## src/acrs_pkg.sv

```systemverilog
// constants and carrier types for the conversion result slot block
package acrs_pkg;

    localparam int NUM_SLOTS = 4;
    localparam int VALUE_W = 10;
    localparam int ADDR_W = 8;
    localparam int DATA_W = 32;
    localparam int IRQ_W = 2 * NUM_SLOTS;

    // slot order: 0 = slot 5, 1 = slot 6, 2 = slot 7, 3 = priority slot
    localparam int SLOT5_IDX = 0;
    localparam int SLOT6_IDX = 1;
    localparam int SLOT7_IDX = 2;
    localparam int PRIO_IDX = 3;

    // field layout of every result word
    localparam int VALUE_LSB = 6;
    localparam int VALUE_MSB = 15;
    localparam int OVERRUN_BIT = 1;
    localparam int STORED_BIT = 0;

    // byte addresses on the register bus
    localparam logic [ADDR_W-1:0] ADDR_SLOT5 = 8'h00;
    localparam logic [ADDR_W-1:0] ADDR_SLOT6 = 8'h04;
    localparam logic [ADDR_W-1:0] ADDR_SLOT7 = 8'h08;
    localparam logic [ADDR_W-1:0] ADDR_PRIO = 8'h0C;
    localparam logic [ADDR_W-1:0] ADDR_IRQ_STATUS = 8'h10;
    localparam logic [ADDR_W-1:0] ADDR_IRQ_MASK = 8'h14;

    // interrupt status layout: stored events low, overrun events high
    localparam int IRQ_STORED_LSB = 0;
    localparam int IRQ_OVERRUN_LSB = NUM_SLOTS;

    localparam logic [DATA_W-1:0] WORD_ZERO = 32'h0000_0000;
    localparam logic [IRQ_W-1:0] IRQ_ZERO = 8'h00;
    localparam logic [VALUE_W-1:0] VALUE_ZERO = 10'h000;
    localparam logic [NUM_SLOTS-1:0] SEL_NONE = 4'h0;

    // one result handed over by the converter core
    typedef struct packed {
        logic valid;
        logic [VALUE_W-1:0] value;
    } acrs_store_t;

    // stored state of one slot
    typedef struct packed {
        logic [VALUE_W-1:0] value;
        logic overrun;
        logic stored;
    } acrs_slot_t;

    // bus request as seen by the slave
    typedef struct packed {
        logic read;
        logic write;
        logic [ADDR_W-1:0] address;
        logic [DATA_W-1:0] writedata;
    } acrs_req_t;

    localparam acrs_slot_t SLOT_RESET = '{
        value: 10'h000,
        overrun: 1'b0,
        stored: 1'b0
    };

endpackage

```

## src/acrs_reset_sync.sv

```systemverilog
// two-stage release synchroniser for the active low reset
`timescale 1ns/1ps
module acrs_reset_sync (
    // clock and raw reset
    input wire logic mclk,
    input wire logic rstn,
    // synchronised reset, active low
    output logic rstnSync
);

    logic stage1_reg;
    logic stage2_reg;

    // assert at once, release two edges later
    always_ff @(posedge mclk or negedge rstn)
    begin
        if (!rstn)
        begin
            stage1_reg <= 1'b0;
            stage2_reg <= 1'b0;
        end
        else
        begin
            stage1_reg <= 1'b1;
            stage2_reg <= stage1_reg;
        end
    end

    assign rstnSync = stage2_reg;

endmodule

```

## src/acrs_result_slot.sv

```systemverilog
// one result holding slot with stored and overrun flags
`timescale 1ns/1ps
module acrs_result_slot (
    // clock and reset
    input wire logic mclk,
    input wire logic rstnSync,
    // converter side
    input acrs_pkg::acrs_store_t storeReq,
    // bus side: this slot was read this cycle
    input wire logic readClr,
    // state and events
    output acrs_pkg::acrs_slot_t slotQ,
    output logic storeEvt,
    output logic overrunEvt
);

    acrs_pkg::acrs_slot_t slot_reg;

    // a store in the same cycle as a read wins: the new value stays unread
    always_ff @(posedge mclk or negedge rstnSync)
    begin
        if (!rstnSync)
        begin
            slot_reg <= acrs_pkg::SLOT_RESET;
        end
        else if (storeReq.valid)
        begin
            slot_reg.value <= storeReq.value;
            slot_reg.stored <= 1'b1;
            slot_reg.overrun <= !readClr
                && (slot_reg.overrun || slot_reg.stored);
        end
        else if (readClr)
        begin
            slot_reg.stored <= 1'b0;
            slot_reg.overrun <= 1'b0;
        end
    end

    assign slotQ = slot_reg;
    assign storeEvt = storeReq.valid;
    // overwrite of an unread value, not counting one read right now
    assign overrunEvt = storeReq.valid && slot_reg.stored && !readClr;

endmodule

```

## src/acrs_result_regs.sv

```systemverilog
// result slots 5, 6, 7 and priority with bus slave and interrupt
//
// Notes on behaviour
// value in bits 15:6, other bits zero
// separate slots 5, 6 and 7
// overwrite of unread value sets overrun bit 1
// reading a slot clears its overrun flag
// every store sets the stored flag bit 0
// reading the value clears the stored flag
// stored at bit 0, overrun at bit 1
// priority slot takes priority results only
// writes to slots ignored; reset clears all
//
// Local design decisions: the Avalon-MM interface to the registers and the placing of the registers.
`timescale 1ns/1ps
module acrs_result_regs (
    // clock and reset
    input wire logic mclk,
    input wire logic rstn,
    // register bus
    input wire logic [acrs_pkg::ADDR_W-1:0] avs_address,
    input wire logic avs_read,
    input wire logic avs_write,
    input wire logic [acrs_pkg::DATA_W-1:0] avs_writedata,
    output logic [acrs_pkg::DATA_W-1:0] avs_readdata,
    output logic avs_waitrequest,
    // converter store strobes, one per slot
    input acrs_pkg::acrs_store_t [acrs_pkg::NUM_SLOTS-1:0] storeReq,
    // interrupt
    output logic irq
);

    ////////////////////////////////////////////////////////////////////////
    // decode helpers

    function automatic logic [acrs_pkg::NUM_SLOTS-1:0] slotSel(
        input logic [acrs_pkg::ADDR_W-1:0] addr
    );
        logic [acrs_pkg::NUM_SLOTS-1:0] sel;
        sel = acrs_pkg::SEL_NONE;
        unique case (addr)
            acrs_pkg::ADDR_SLOT5: sel[acrs_pkg::SLOT5_IDX] = 1'b1;
            acrs_pkg::ADDR_SLOT6: sel[acrs_pkg::SLOT6_IDX] = 1'b1;
            acrs_pkg::ADDR_SLOT7: sel[acrs_pkg::SLOT7_IDX] = 1'b1;
            acrs_pkg::ADDR_PRIO: sel[acrs_pkg::PRIO_IDX] = 1'b1;
            default: sel = acrs_pkg::SEL_NONE;
        endcase
        return sel;
    endfunction

    function automatic logic [acrs_pkg::DATA_W-1:0] slotWord(
        input acrs_pkg::acrs_slot_t s
    );
        logic [acrs_pkg::DATA_W-1:0] w;
        w = acrs_pkg::WORD_ZERO;
        w[acrs_pkg::VALUE_MSB:acrs_pkg::VALUE_LSB] = s.value;
        w[acrs_pkg::OVERRUN_BIT] = s.overrun;
        w[acrs_pkg::STORED_BIT] = s.stored;
        return w;
    endfunction

    ////////////////////////////////////////////////////////////////////////
    // reset release

    logic rstnSync;

    acrs_reset_sync u_reset_sync (
        .mclk(mclk),
        .rstn(rstn),
        .rstnSync(rstnSync)
    );

    ////////////////////////////////////////////////////////////////////////
    // bus handshake: one wait cycle, then the answer

    typedef enum logic [1:0] {
        ACRS_IDLE = 2'b01,
        ACRS_ACK = 2'b10
    } acrs_bus_state_t;

    acrs_bus_state_t busState_reg;
    acrs_bus_state_t busState_next;
    acrs_pkg::acrs_req_t req;

    assign req = '{
        read: avs_read,
        write: avs_write,
        address: avs_address,
        writedata: avs_writedata
    };

    always_comb
    begin
        busState_next = busState_reg;
        unique case (busState_reg)
            ACRS_IDLE:
            begin
                if (req.read || req.write)
                begin
                    busState_next = ACRS_ACK;
                end
            end
            ACRS_ACK:
            begin
                busState_next = ACRS_IDLE;
            end
            default: busState_next = ACRS_IDLE;
        endcase
    end

    always_ff @(posedge mclk or negedge rstnSync)
    begin
        if (!rstnSync)
        begin
            busState_reg <= ACRS_IDLE;
        end
        else
        begin
            busState_reg <= busState_next;
        end
    end

    assign avs_waitrequest = (busState_reg != ACRS_ACK);

    // reads sample and clear at the edge that enters the answer cycle,
    // so data and clearing refer to the same slot contents
    logic readTake;
    logic writeTake;
    logic [acrs_pkg::NUM_SLOTS-1:0] readSel;

    assign readTake = (busState_reg == ACRS_IDLE) && req.read;
    assign writeTake = (busState_reg == ACRS_ACK) && req.write;
    assign readSel = readTake ? slotSel(req.address) : acrs_pkg::SEL_NONE;

    ////////////////////////////////////////////////////////////////////////
    // result slots

    acrs_pkg::acrs_slot_t [acrs_pkg::NUM_SLOTS-1:0] slotQ;
    logic [acrs_pkg::NUM_SLOTS-1:0] storeEvt;
    logic [acrs_pkg::NUM_SLOTS-1:0] overrunEvt;

    // each slot has its own store strobe, so slots never share data
    genvar gi;
    generate
        for (gi = 0; gi < acrs_pkg::NUM_SLOTS; gi++)
        begin : g_slot
            acrs_result_slot u_slot (
                .mclk(mclk),
                .rstnSync(rstnSync),
                .storeReq(storeReq[gi]),
                .readClr(readSel[gi]),
                .slotQ(slotQ[gi]),
                .storeEvt(storeEvt[gi]),
                .overrunEvt(overrunEvt[gi])
            );
        end
    endgenerate

    ////////////////////////////////////////////////////////////////////////
    // interrupt status and mask

    logic [acrs_pkg::IRQ_W-1:0] irqStatus_reg;
    logic [acrs_pkg::IRQ_W-1:0] irqMask_reg;
    logic [acrs_pkg::IRQ_W-1:0] irqEvents;
    logic [acrs_pkg::IRQ_W-1:0] irqClear;
    logic maskWrite;

    assign irqEvents = {overrunEvt, storeEvt};
    assign irqClear = (writeTake && req.address == acrs_pkg::ADDR_IRQ_STATUS)
        ? req.writedata[acrs_pkg::IRQ_W-1:0] : acrs_pkg::IRQ_ZERO;
    assign maskWrite = writeTake && req.address == acrs_pkg::ADDR_IRQ_MASK;

    // a new event beats a write-one clear in the same cycle
    always_ff @(posedge mclk or negedge rstnSync)
    begin
        if (!rstnSync)
        begin
            irqStatus_reg <= acrs_pkg::IRQ_ZERO;
        end
        else
        begin
            irqStatus_reg <= (irqStatus_reg & ~irqClear) | irqEvents;
        end
    end

    always_ff @(posedge mclk or negedge rstnSync)
    begin
        if (!rstnSync)
        begin
            irqMask_reg <= acrs_pkg::IRQ_ZERO;
        end
        else if (maskWrite)
        begin
            irqMask_reg <= req.writedata[acrs_pkg::IRQ_W-1:0];
        end
    end

    assign irq = |(irqStatus_reg & irqMask_reg);

    ////////////////////////////////////////////////////////////////////////
    // read data; slot writes fall through and change nothing

    logic [acrs_pkg::DATA_W-1:0] readWord;

    always_comb
    begin
        readWord = acrs_pkg::WORD_ZERO;
        unique case (req.address)
            acrs_pkg::ADDR_SLOT5:
                readWord = slotWord(slotQ[acrs_pkg::SLOT5_IDX]);
            acrs_pkg::ADDR_SLOT6:
                readWord = slotWord(slotQ[acrs_pkg::SLOT6_IDX]);
            acrs_pkg::ADDR_SLOT7:
                readWord = slotWord(slotQ[acrs_pkg::SLOT7_IDX]);
            acrs_pkg::ADDR_PRIO:
                readWord = slotWord(slotQ[acrs_pkg::PRIO_IDX]);
            acrs_pkg::ADDR_IRQ_STATUS:
                readWord[acrs_pkg::IRQ_W-1:0] = irqStatus_reg;
            acrs_pkg::ADDR_IRQ_MASK:
                readWord[acrs_pkg::IRQ_W-1:0] = irqMask_reg;
            // unmapped addresses read as zero
            default: readWord = acrs_pkg::WORD_ZERO;
        endcase
    end

    always_ff @(posedge mclk or negedge rstnSync)
    begin
        if (!rstnSync)
        begin
            avs_readdata <= acrs_pkg::WORD_ZERO;
        end
        else if (readTake)
        begin
            avs_readdata <= readWord;
        end
    end

    ////////////////////////////////////////////////////////////////////////
    // checks on the bus side

    chk_reserved_zero: assert property (
        @(posedge mclk) disable iff (!rstnSync)
        (!avs_waitrequest && avs_read
            && slotSel(avs_address) != acrs_pkg::SEL_NONE)
        |-> (avs_readdata[31:16] == 16'h0000 && avs_readdata[5:2] == 4'h0))
        else $error("reserved bits of a result word not zero");

    chk_read_answer: assert property (
        @(posedge mclk) disable iff (!rstnSync)
        (busState_reg == ACRS_IDLE && avs_read)
        |=> (!avs_waitrequest && avs_readdata == $past(readWord)))
        else $error("read answer late or not the sampled word");

    chk_one_wait: assert property (
        @(posedge mclk) disable iff (!rstnSync)
        (avs_read || avs_write) && avs_waitrequest
        |=> !avs_waitrequest ##1 avs_waitrequest)
        else $error("bus answer not after exactly one wait cycle");

    chk_irq_sticky: assert property (
        @(posedge mclk) disable iff (!rstnSync)
        (|irqEvents) |=> ((irqStatus_reg & $past(irqEvents))
            == $past(irqEvents)))
        else $error("interrupt event not latched");

    chk_irq_mask: assert property (
        @(posedge mclk) disable iff (!rstnSync)
        (irqMask_reg == acrs_pkg::IRQ_ZERO) |-> !irq)
        else $error("interrupt raised with all sources masked");

    // an unmasked event raises the line next cycle, even against a clear
    chk_irq_raise: assert property (
        @(posedge mclk) disable iff (!rstnSync)
        ((|(irqEvents & irqMask_reg)) && !maskWrite) |=> irq)
        else $error("unmasked event did not raise the interrupt");

    chk_w1c_clear: assert property (
        @(posedge mclk) disable iff (!rstnSync)
        (|irqClear) |=> ((irqStatus_reg & $past(irqClear)
            & ~$past(irqEvents)) == acrs_pkg::IRQ_ZERO))
        else $error("write-one clear left a status bit set");

    chk_data_stands: assert property (
        @(posedge mclk) disable iff (!rstnSync)
        !readTake |=> $stable(avs_readdata))
        else $error("read data changed without a read");

    chk_reset_quiet: assert property (
        @(posedge mclk)
        !rstnSync |-> (avs_waitrequest && !irq
            && avs_readdata == acrs_pkg::WORD_ZERO))
        else $error("outputs not quiet during reset");

    ////////////////////////////////////////////////////////////////////////
    // checks on every slot

    generate
        for (gi = 0; gi < acrs_pkg::NUM_SLOTS; gi++)
        begin : g_chk
            chk_slot_isolate: assert property (
                @(posedge mclk) disable iff (!rstnSync)
                !storeReq[gi].valid |=> $stable(slotQ[gi].value))
                else $error("slot value changed without its own store");

            chk_overrun_set: assert property (
                @(posedge mclk) disable iff (!rstnSync)
                (storeReq[gi].valid && slotQ[gi].stored && !readSel[gi])
                |=> slotQ[gi].overrun)
                else $error("overwrite of unread value left overrun clear");

            chk_overrun_clear: assert property (
                @(posedge mclk) disable iff (!rstnSync)
                (readSel[gi] && !storeReq[gi].valid)
                |=> !slotQ[gi].overrun ##1 (!slotQ[gi].overrun
                    || $past(storeReq[gi].valid)))
                else $error("overrun not cleared by a read");

            chk_stored_set: assert property (
                @(posedge mclk) disable iff (!rstnSync)
                storeReq[gi].valid |=> (slotQ[gi].stored
                    && slotQ[gi].value == $past(storeReq[gi].value)))
                else $error("store did not set flag or value");

            chk_stored_clear: assert property (
                @(posedge mclk) disable iff (!rstnSync)
                (readSel[gi] && !storeReq[gi].valid) |=> !slotQ[gi].stored)
                else $error("stored flag not cleared by a read");

            chk_slot_fields: assert property (
                @(posedge mclk) disable iff (!rstnSync)
                readSel[gi] |=> (avs_readdata[acrs_pkg::VALUE_MSB:
                    acrs_pkg::VALUE_LSB] == $past(slotQ[gi].value)
                    && avs_readdata[acrs_pkg::OVERRUN_BIT]
                        == $past(slotQ[gi].overrun)
                    && avs_readdata[acrs_pkg::STORED_BIT]
                        == $past(slotQ[gi].stored)))
                else $error("slot word fields in the wrong place");

            chk_write_ignored: assert property (
                @(posedge mclk) disable iff (!rstnSync)
                (writeTake && slotSel(req.address) != acrs_pkg::SEL_NONE
                    && !storeReq[gi].valid && !readSel[gi])
                |=> $stable(slotQ[gi]))
                else $error("bus write altered a result slot");

            chk_clean_reset: assert property (
                @(posedge mclk)
                $rose(rstnSync) |-> (slotQ[gi] == acrs_pkg::SLOT_RESET))
                else $error("slot not zero after reset");
        end
    endgenerate

endmodule

```

## config.mk

```make
export PLATFORM = sky130hd
export DESIGN_NAME = acrs_result_regs
export DESIGN_NICKNAME = d
export VERILOG_FILES = /design/src/acrs_pkg.sv /design/src/acrs_reset_sync.sv /design/src/acrs_result_slot.sv /design/src/acrs_result_regs.sv
export SDC_FILE = /design/constraint.sdc
export NUM_CORES = 1
export LEC_CHECK = 0
export ABC_CLOCK_PERIOD_IN_PS = 2500
export BUFFER_PORTS_ARGS = -buffer_cell sky130_fd_sc_hd__buf_2
export CAP_MARGIN = 25
export CORE_MARGIN = 2
export CORE_UTILIZATION = 46
export DETAILED_ROUTE_END_ITERATION = 10
export PLACE_DENSITY = 0.74
export SYNTH_ARGS = -nofsm -noshare
export SYNTH_HDL_FRONTEND = slang
export SYNTH_SLANG_ARGS = --single-unit
export TNS_END_PERCENT = 100
```

## constraint.sdc

```tcl
create_clock -name mclk -period 2.5 [get_ports mclk]
set_input_delay 0.5 -clock mclk [delete_from_list [all_inputs] [get_ports mclk]]
set_output_delay 0.5 -clock mclk [all_outputs]
set_load 0.02 [all_outputs]
```

# ---- Word-level counts from Yosys, hierarchy flattened
# Cells that the tools add are included.
dict set report totals {
  ff_bits 100
  input_bits 88
}
dict set report op_classes {
  n_eq_ne 9
  mux 18
  bitwise_logic 4
  n_reduce_logical 31
}
# operator n
set op_table {}
lappend op_table {{8-bit one-hot mux with 6 select lines} 1}
lappend op_table {{8-bit one-hot mux with 4 select lines} 1}
lappend op_table {{2-bit two-way mux} 10}
lappend op_table {{8-bit AND} 2}
lappend op_table {{8-bit by 4-bit == test with 1-bit output, second input constant} 2}
lappend op_table {{8-bit by 5-bit == test with 1-bit output, second input constant} 2}
lappend op_table {{1-bit logical AND} 16}
lappend op_table {{8-bit by 3-bit == test with 1-bit output, second input constant} 1}
lappend op_table {{8-bit logical NOT} 1}
lappend op_table {{8-bit two-way mux} 1}
lappend op_table {{8-bit NOT} 1}
lappend op_table {{8-bit OR} 1}
lappend op_table {{2-bit nonzero test} 4}
lappend op_table {{8-bit OR reduction} 1}
lappend op_table {{1-bit logical OR} 5}
lappend op_table {{1-bit logical NOT} 4}
lappend op_table {{1-bit two-way mux} 4}
lappend op_table {{4-bit two-way mux} 1}
lappend op_table {{2-bit inequality test, second input constant} 2}
lappend op_table {{2-bit by 1-bit == test with 1-bit output, second input constant} 1}
lappend op_table {{2-bit == test, second input constant} 1}

# ---- Depth between registers and ports, before layout
dict set report logic_depth {
  word_depth 7
  ltp_mapped 6
  ltp_nobuf 4
}

# ---- Cells and area by module
# Synthesis repeated with hierarchy kept, for this count alone.
dict set report hier_totals {
  cells_unflattened 287
  hier_area_um2 4030.1
}
# module n_inst cells_per_inst area_each_um2 seq_area_each_um2
set by_module_without_submodules {}
lappend by_module_without_submodules {acrs_result_regs 1 168 2029.4 852.1}
lappend by_module_without_submodules {acrs_result_slot 4 29 486.7 300.3}
lappend by_module_without_submodules {acrs_reset_sync 1 3 53.8 50.0}

# ---- Worst setup path before layout
# No wires, ideal clock.
dict set report synth_timing {
  path_type {input -> register}
  start {input port avs_address[1] (netlist name)}
  end {register irqStatus_reg[4] (netlist name)}
  setup_time_ns 0.120
  t_arrival_ns 1.812
  required_time_ns 2.380
  slack_ns 0.568
  path_stages 4
  cell_sequence {or4_4 > nor4b_4 > a21boi_0 > a31o_2}
}
dict set report synth_between {
  elab_chain_len 6
  word_cells_on_any_way 11
}
# element line_no
set synth_lines {}
lappend synth_lines {{start, declared} acrs_result_regs.sv:21} ;# input wire logic [acrs_pkg::ADDR_W-1:0] avs_address,
lappend synth_lines {{8-bit by 5-bit == test with 1-bit output or 8-bit logical NOT (tied branches)} {acrs_result_regs.sv:169, acrs_result_regs.sv:41}}
lappend synth_lines {{1-bit logical AND or 1-bit two-way mux (tied branches)} {acrs_result_regs.sv:169, acrs_result_regs.sv:41}}
lappend synth_lines {{8-bit two-way mux or 4-bit two-way mux (tied branches)} {acrs_result_regs.sv:170, acrs_result_regs.sv:133}}
lappend synth_lines {{8-bit NOT or 1-bit logical NOT (tied branches)} {acrs_result_regs.sv:182, acrs_result_slot.sv:43}}
lappend synth_lines {{8-bit AND or 1-bit logical AND (tied branches)} {acrs_result_regs.sv:182, acrs_result_slot.sv:43}}
lappend synth_lines {{8-bit OR *} acrs_result_regs.sv:182} ;# irqStatus_reg <= (irqStatus_reg & ~irqClear) | irqEvents;
lappend synth_lines {{end signal, assigned} acrs_result_regs.sv:178} ;# irqStatus_reg <= acrs_pkg::IRQ_ZERO;
lappend synth_lines {{end signal, assigned} acrs_result_regs.sv:182}
lappend synth_lines {{end, declared} acrs_result_regs.sv:162} ;# logic [acrs_pkg::IRQ_W-1:0] irqStatus_reg;
# Mark *: on every way between the ends. The rest lies on a longest branch, timed or not.
# A chain may end at the register's enable or synchronous reset.

# ---- Worst setup path in the final report
# Same ends and word-level chain as after synthesis.

==> out/qor.txt <==
status - finished, final reports clean
Antenna diodes - 0
syn avg cell area - 13.3 um2
Starting DRT DRC Count - 95
pin count of the biggest net entering global routing - 45
clock root cell - clkbuf_8
Post-Synthesis Cells - 283
Post-Route WL - 8120 um
GR Util All Layers - 0.192
max-slew violations - 0
main flop type after synthesis - dfrtp_1
Clock Sinks - 84
Max FO, Critical Path - 8
Residual DRC - 0
Via density - 5.37
Synth top cells by count - dfrtp_1 (83), mux2_2 (56), buf_4 (16)
crit path kind - in2reg
chip width - 94.5 um
Seq cells post-synth - 84
H-tree Lvls - 3
Synth top area share - 0.551
hold bufs inserted after CTS - 1
CTS resizes - 0
RSZ-0062 raised after global routing - no
RePlAce Congestion - 0.872
fin util - 0.549
DR pass1 iterations - 4
fraction of registers with async set/reset - 1.00
dpl hpwl - 5830 um
M1 GR Usage - 0.244
Final min period - 1900 ps
Synth area leader - dfrtp_1
routing usage on met3 - 0.0383
register-to-register setup slack - 720 ps
area grow syn2layout - 18.0%
Leak Pwr - 2.04 nW
fmax - 527 MHz
worst hold path type - reg2async
Critical Path RT - 2750 ps
CP Capture Type - register
Setup violations, final - 0
post-CTS setup repair buffer count - 0
Num CTS Buffers - 9
CTS tree - yes
Power Dens Cells - 655 nW/um2
Initial Util - 0.466
antenna violations before repair - 0
layout cells sized above 1 - 0.455
Final Hold Fails - 0
period utilization - 0.759
die footprint - 8940 um2
Vias - 2,572
later-pin clock latency in the skew report - 360 ps
most numerous cell in the Yosys netlist - dfrtp_1
worst-margin pin slew - 743 ps
Longest Clk Path Bufs - 2
Crit-path slowest cell - or4_4
DRT antenna net count - 0
core box area - 8090 um2
Std-Cell Rows - 33
sequential share of the synthesized area - 0.558
Cell Area, Synth - 3770 um2
Max-Cap Viols - 0
first-pass GRT wire length - 12,800 um
Yosys cell types - 40
Port Buf Inserts - 81
GRT busiest layer - met2
CTS clk-pin slew, worst paths - 90 ps
Layout Nets - 457
Cell Chain, Critical Path - buf_2, or4_4, nor4b_4, a21boi_0, a31o_2
CP Data Arrival Time - 2150 ps
Yosys Warn Count - 0
GRT overflow - 0
Ports - 122
Synth area leaders - dfrtp_1 (55%), mux2_2 (17%), buf_4 (3.2%)
largest incremental delay on the critical path - 570 ps
Max VDD drop - 0.372 mV
Worst Setup Start Kind - primary input
die span in y - 94.5 um
Largest register FFs - 48
grt met2 use - 0.324
number of global-route vias before repair - 2,551
Post-synth EDFFs - 0
Setup Skew - 9.77 ps
setup TNS - 0 ps
Routed WL per cell - 16.9 um
Max-slew headroom - 0.503
## metal layers
metal	share of wire	wire length [um]
met3	0.057	462
met4	0.011	89
met5	0	0
met1	0.43	3460
met2	0.50	4100
## per-stage QoR
stage	worst slack (ps)	std cells	hold WS (ps)	area (um2)	total power [mW]
3_3_place_gp	249	462	284	4230	1.93
3_5_place_dp	239	462	286	4230	1.95
4_1_cts	605	479	341	4450	2.94
6_report	603	479	340	4450	2.91
5_1_grt	528	479	354	4450	3.06
2_1_floorplan	568	298	204	3830	1.82
## layout make-up
type	count	area, um2
fillers	728	3650
flip-flops and latches	84	2110
multi-input cells	185	1530
repair buffers	87	465
well taps	105	131
clock buffers	9	124
clock inverters	7	81.3
inverters	2	7.51
## report_power, final
part / internal (mW) / switching (mW) / leakage [nW]
Combinational: 0.181 / 0.216 / 0.955
Sequential: 1.46 / 0.0637 / 0.987
Clock: 0.475 / 0.518 / 0.101
## logic make-up (layout without fill, tap and decap cells)
group	after synthesis	in the layout	share of synthesized area
compound gates	51	51	0.101
buf+inv	29	105	0.0511
flops	84	84	0.558
mux	68	68	0.212
other cells	2	17	0.00199
simple gates	49	49	0.0760
## worst max-delay path, delay by kind of cell
kind | cells | cell delay [ps]
AO/OA/AOI/OAI | 2 | 430
buffers and inverters | 1 | 100
AND/OR/NAND/NOR | 2 | 1110
## path summary, 6_finish.rpt
| path | from | to | cells after the start |
|---|---|---|---|
| max in group asynchronous | u_reset_sync.rstnSync$_DFF_PN0_ | g_slot[0].u_slot.slotQ[0]$_DFFE_PN0P_ | 1 |
| min in group mclk | avs_write | busState_reg[0]$_DFFE_PN1P_ | 2 |
| worst min-delay path | u_reset_sync.rstnSync$_DFF_PN0_ | g_slot[2].u_slot.slotQ[11]$_DFFE_PN0P_ | 0 |
| worst min register to register | u_reset_sync.rstnSync$_DFF_PN0_ | g_slot[2].u_slot.slotQ[11]$_DFFE_PN0P_ | 0 |
| worst max-delay path | avs_address[1] | irqStatus_reg[4]$_DFF_PN0_ | 5 |
| worst max register to register | busState_reg[0]$_DFFE_PN1P_ | avs_readdata[8]$_DFFE_PN0N_ | 3 |
## placed cells by master (no fill, tap or decap), drive strengths merged, types with 3 or more instances in the layout
cell type and count:
clkbuf 9, a221o 8, mux2i 8, a21o 7, buf 86, nand3 7
conb 17, o21ai 7, a22oi 14, mux2 56, mux4 4, nor3 3
a31oi 3, nand4 3, dfrtp 83, nor2 12, inv 5, a21oi 4
nand2 15
No activity file was read; power rests on OpenSTA's default activity.
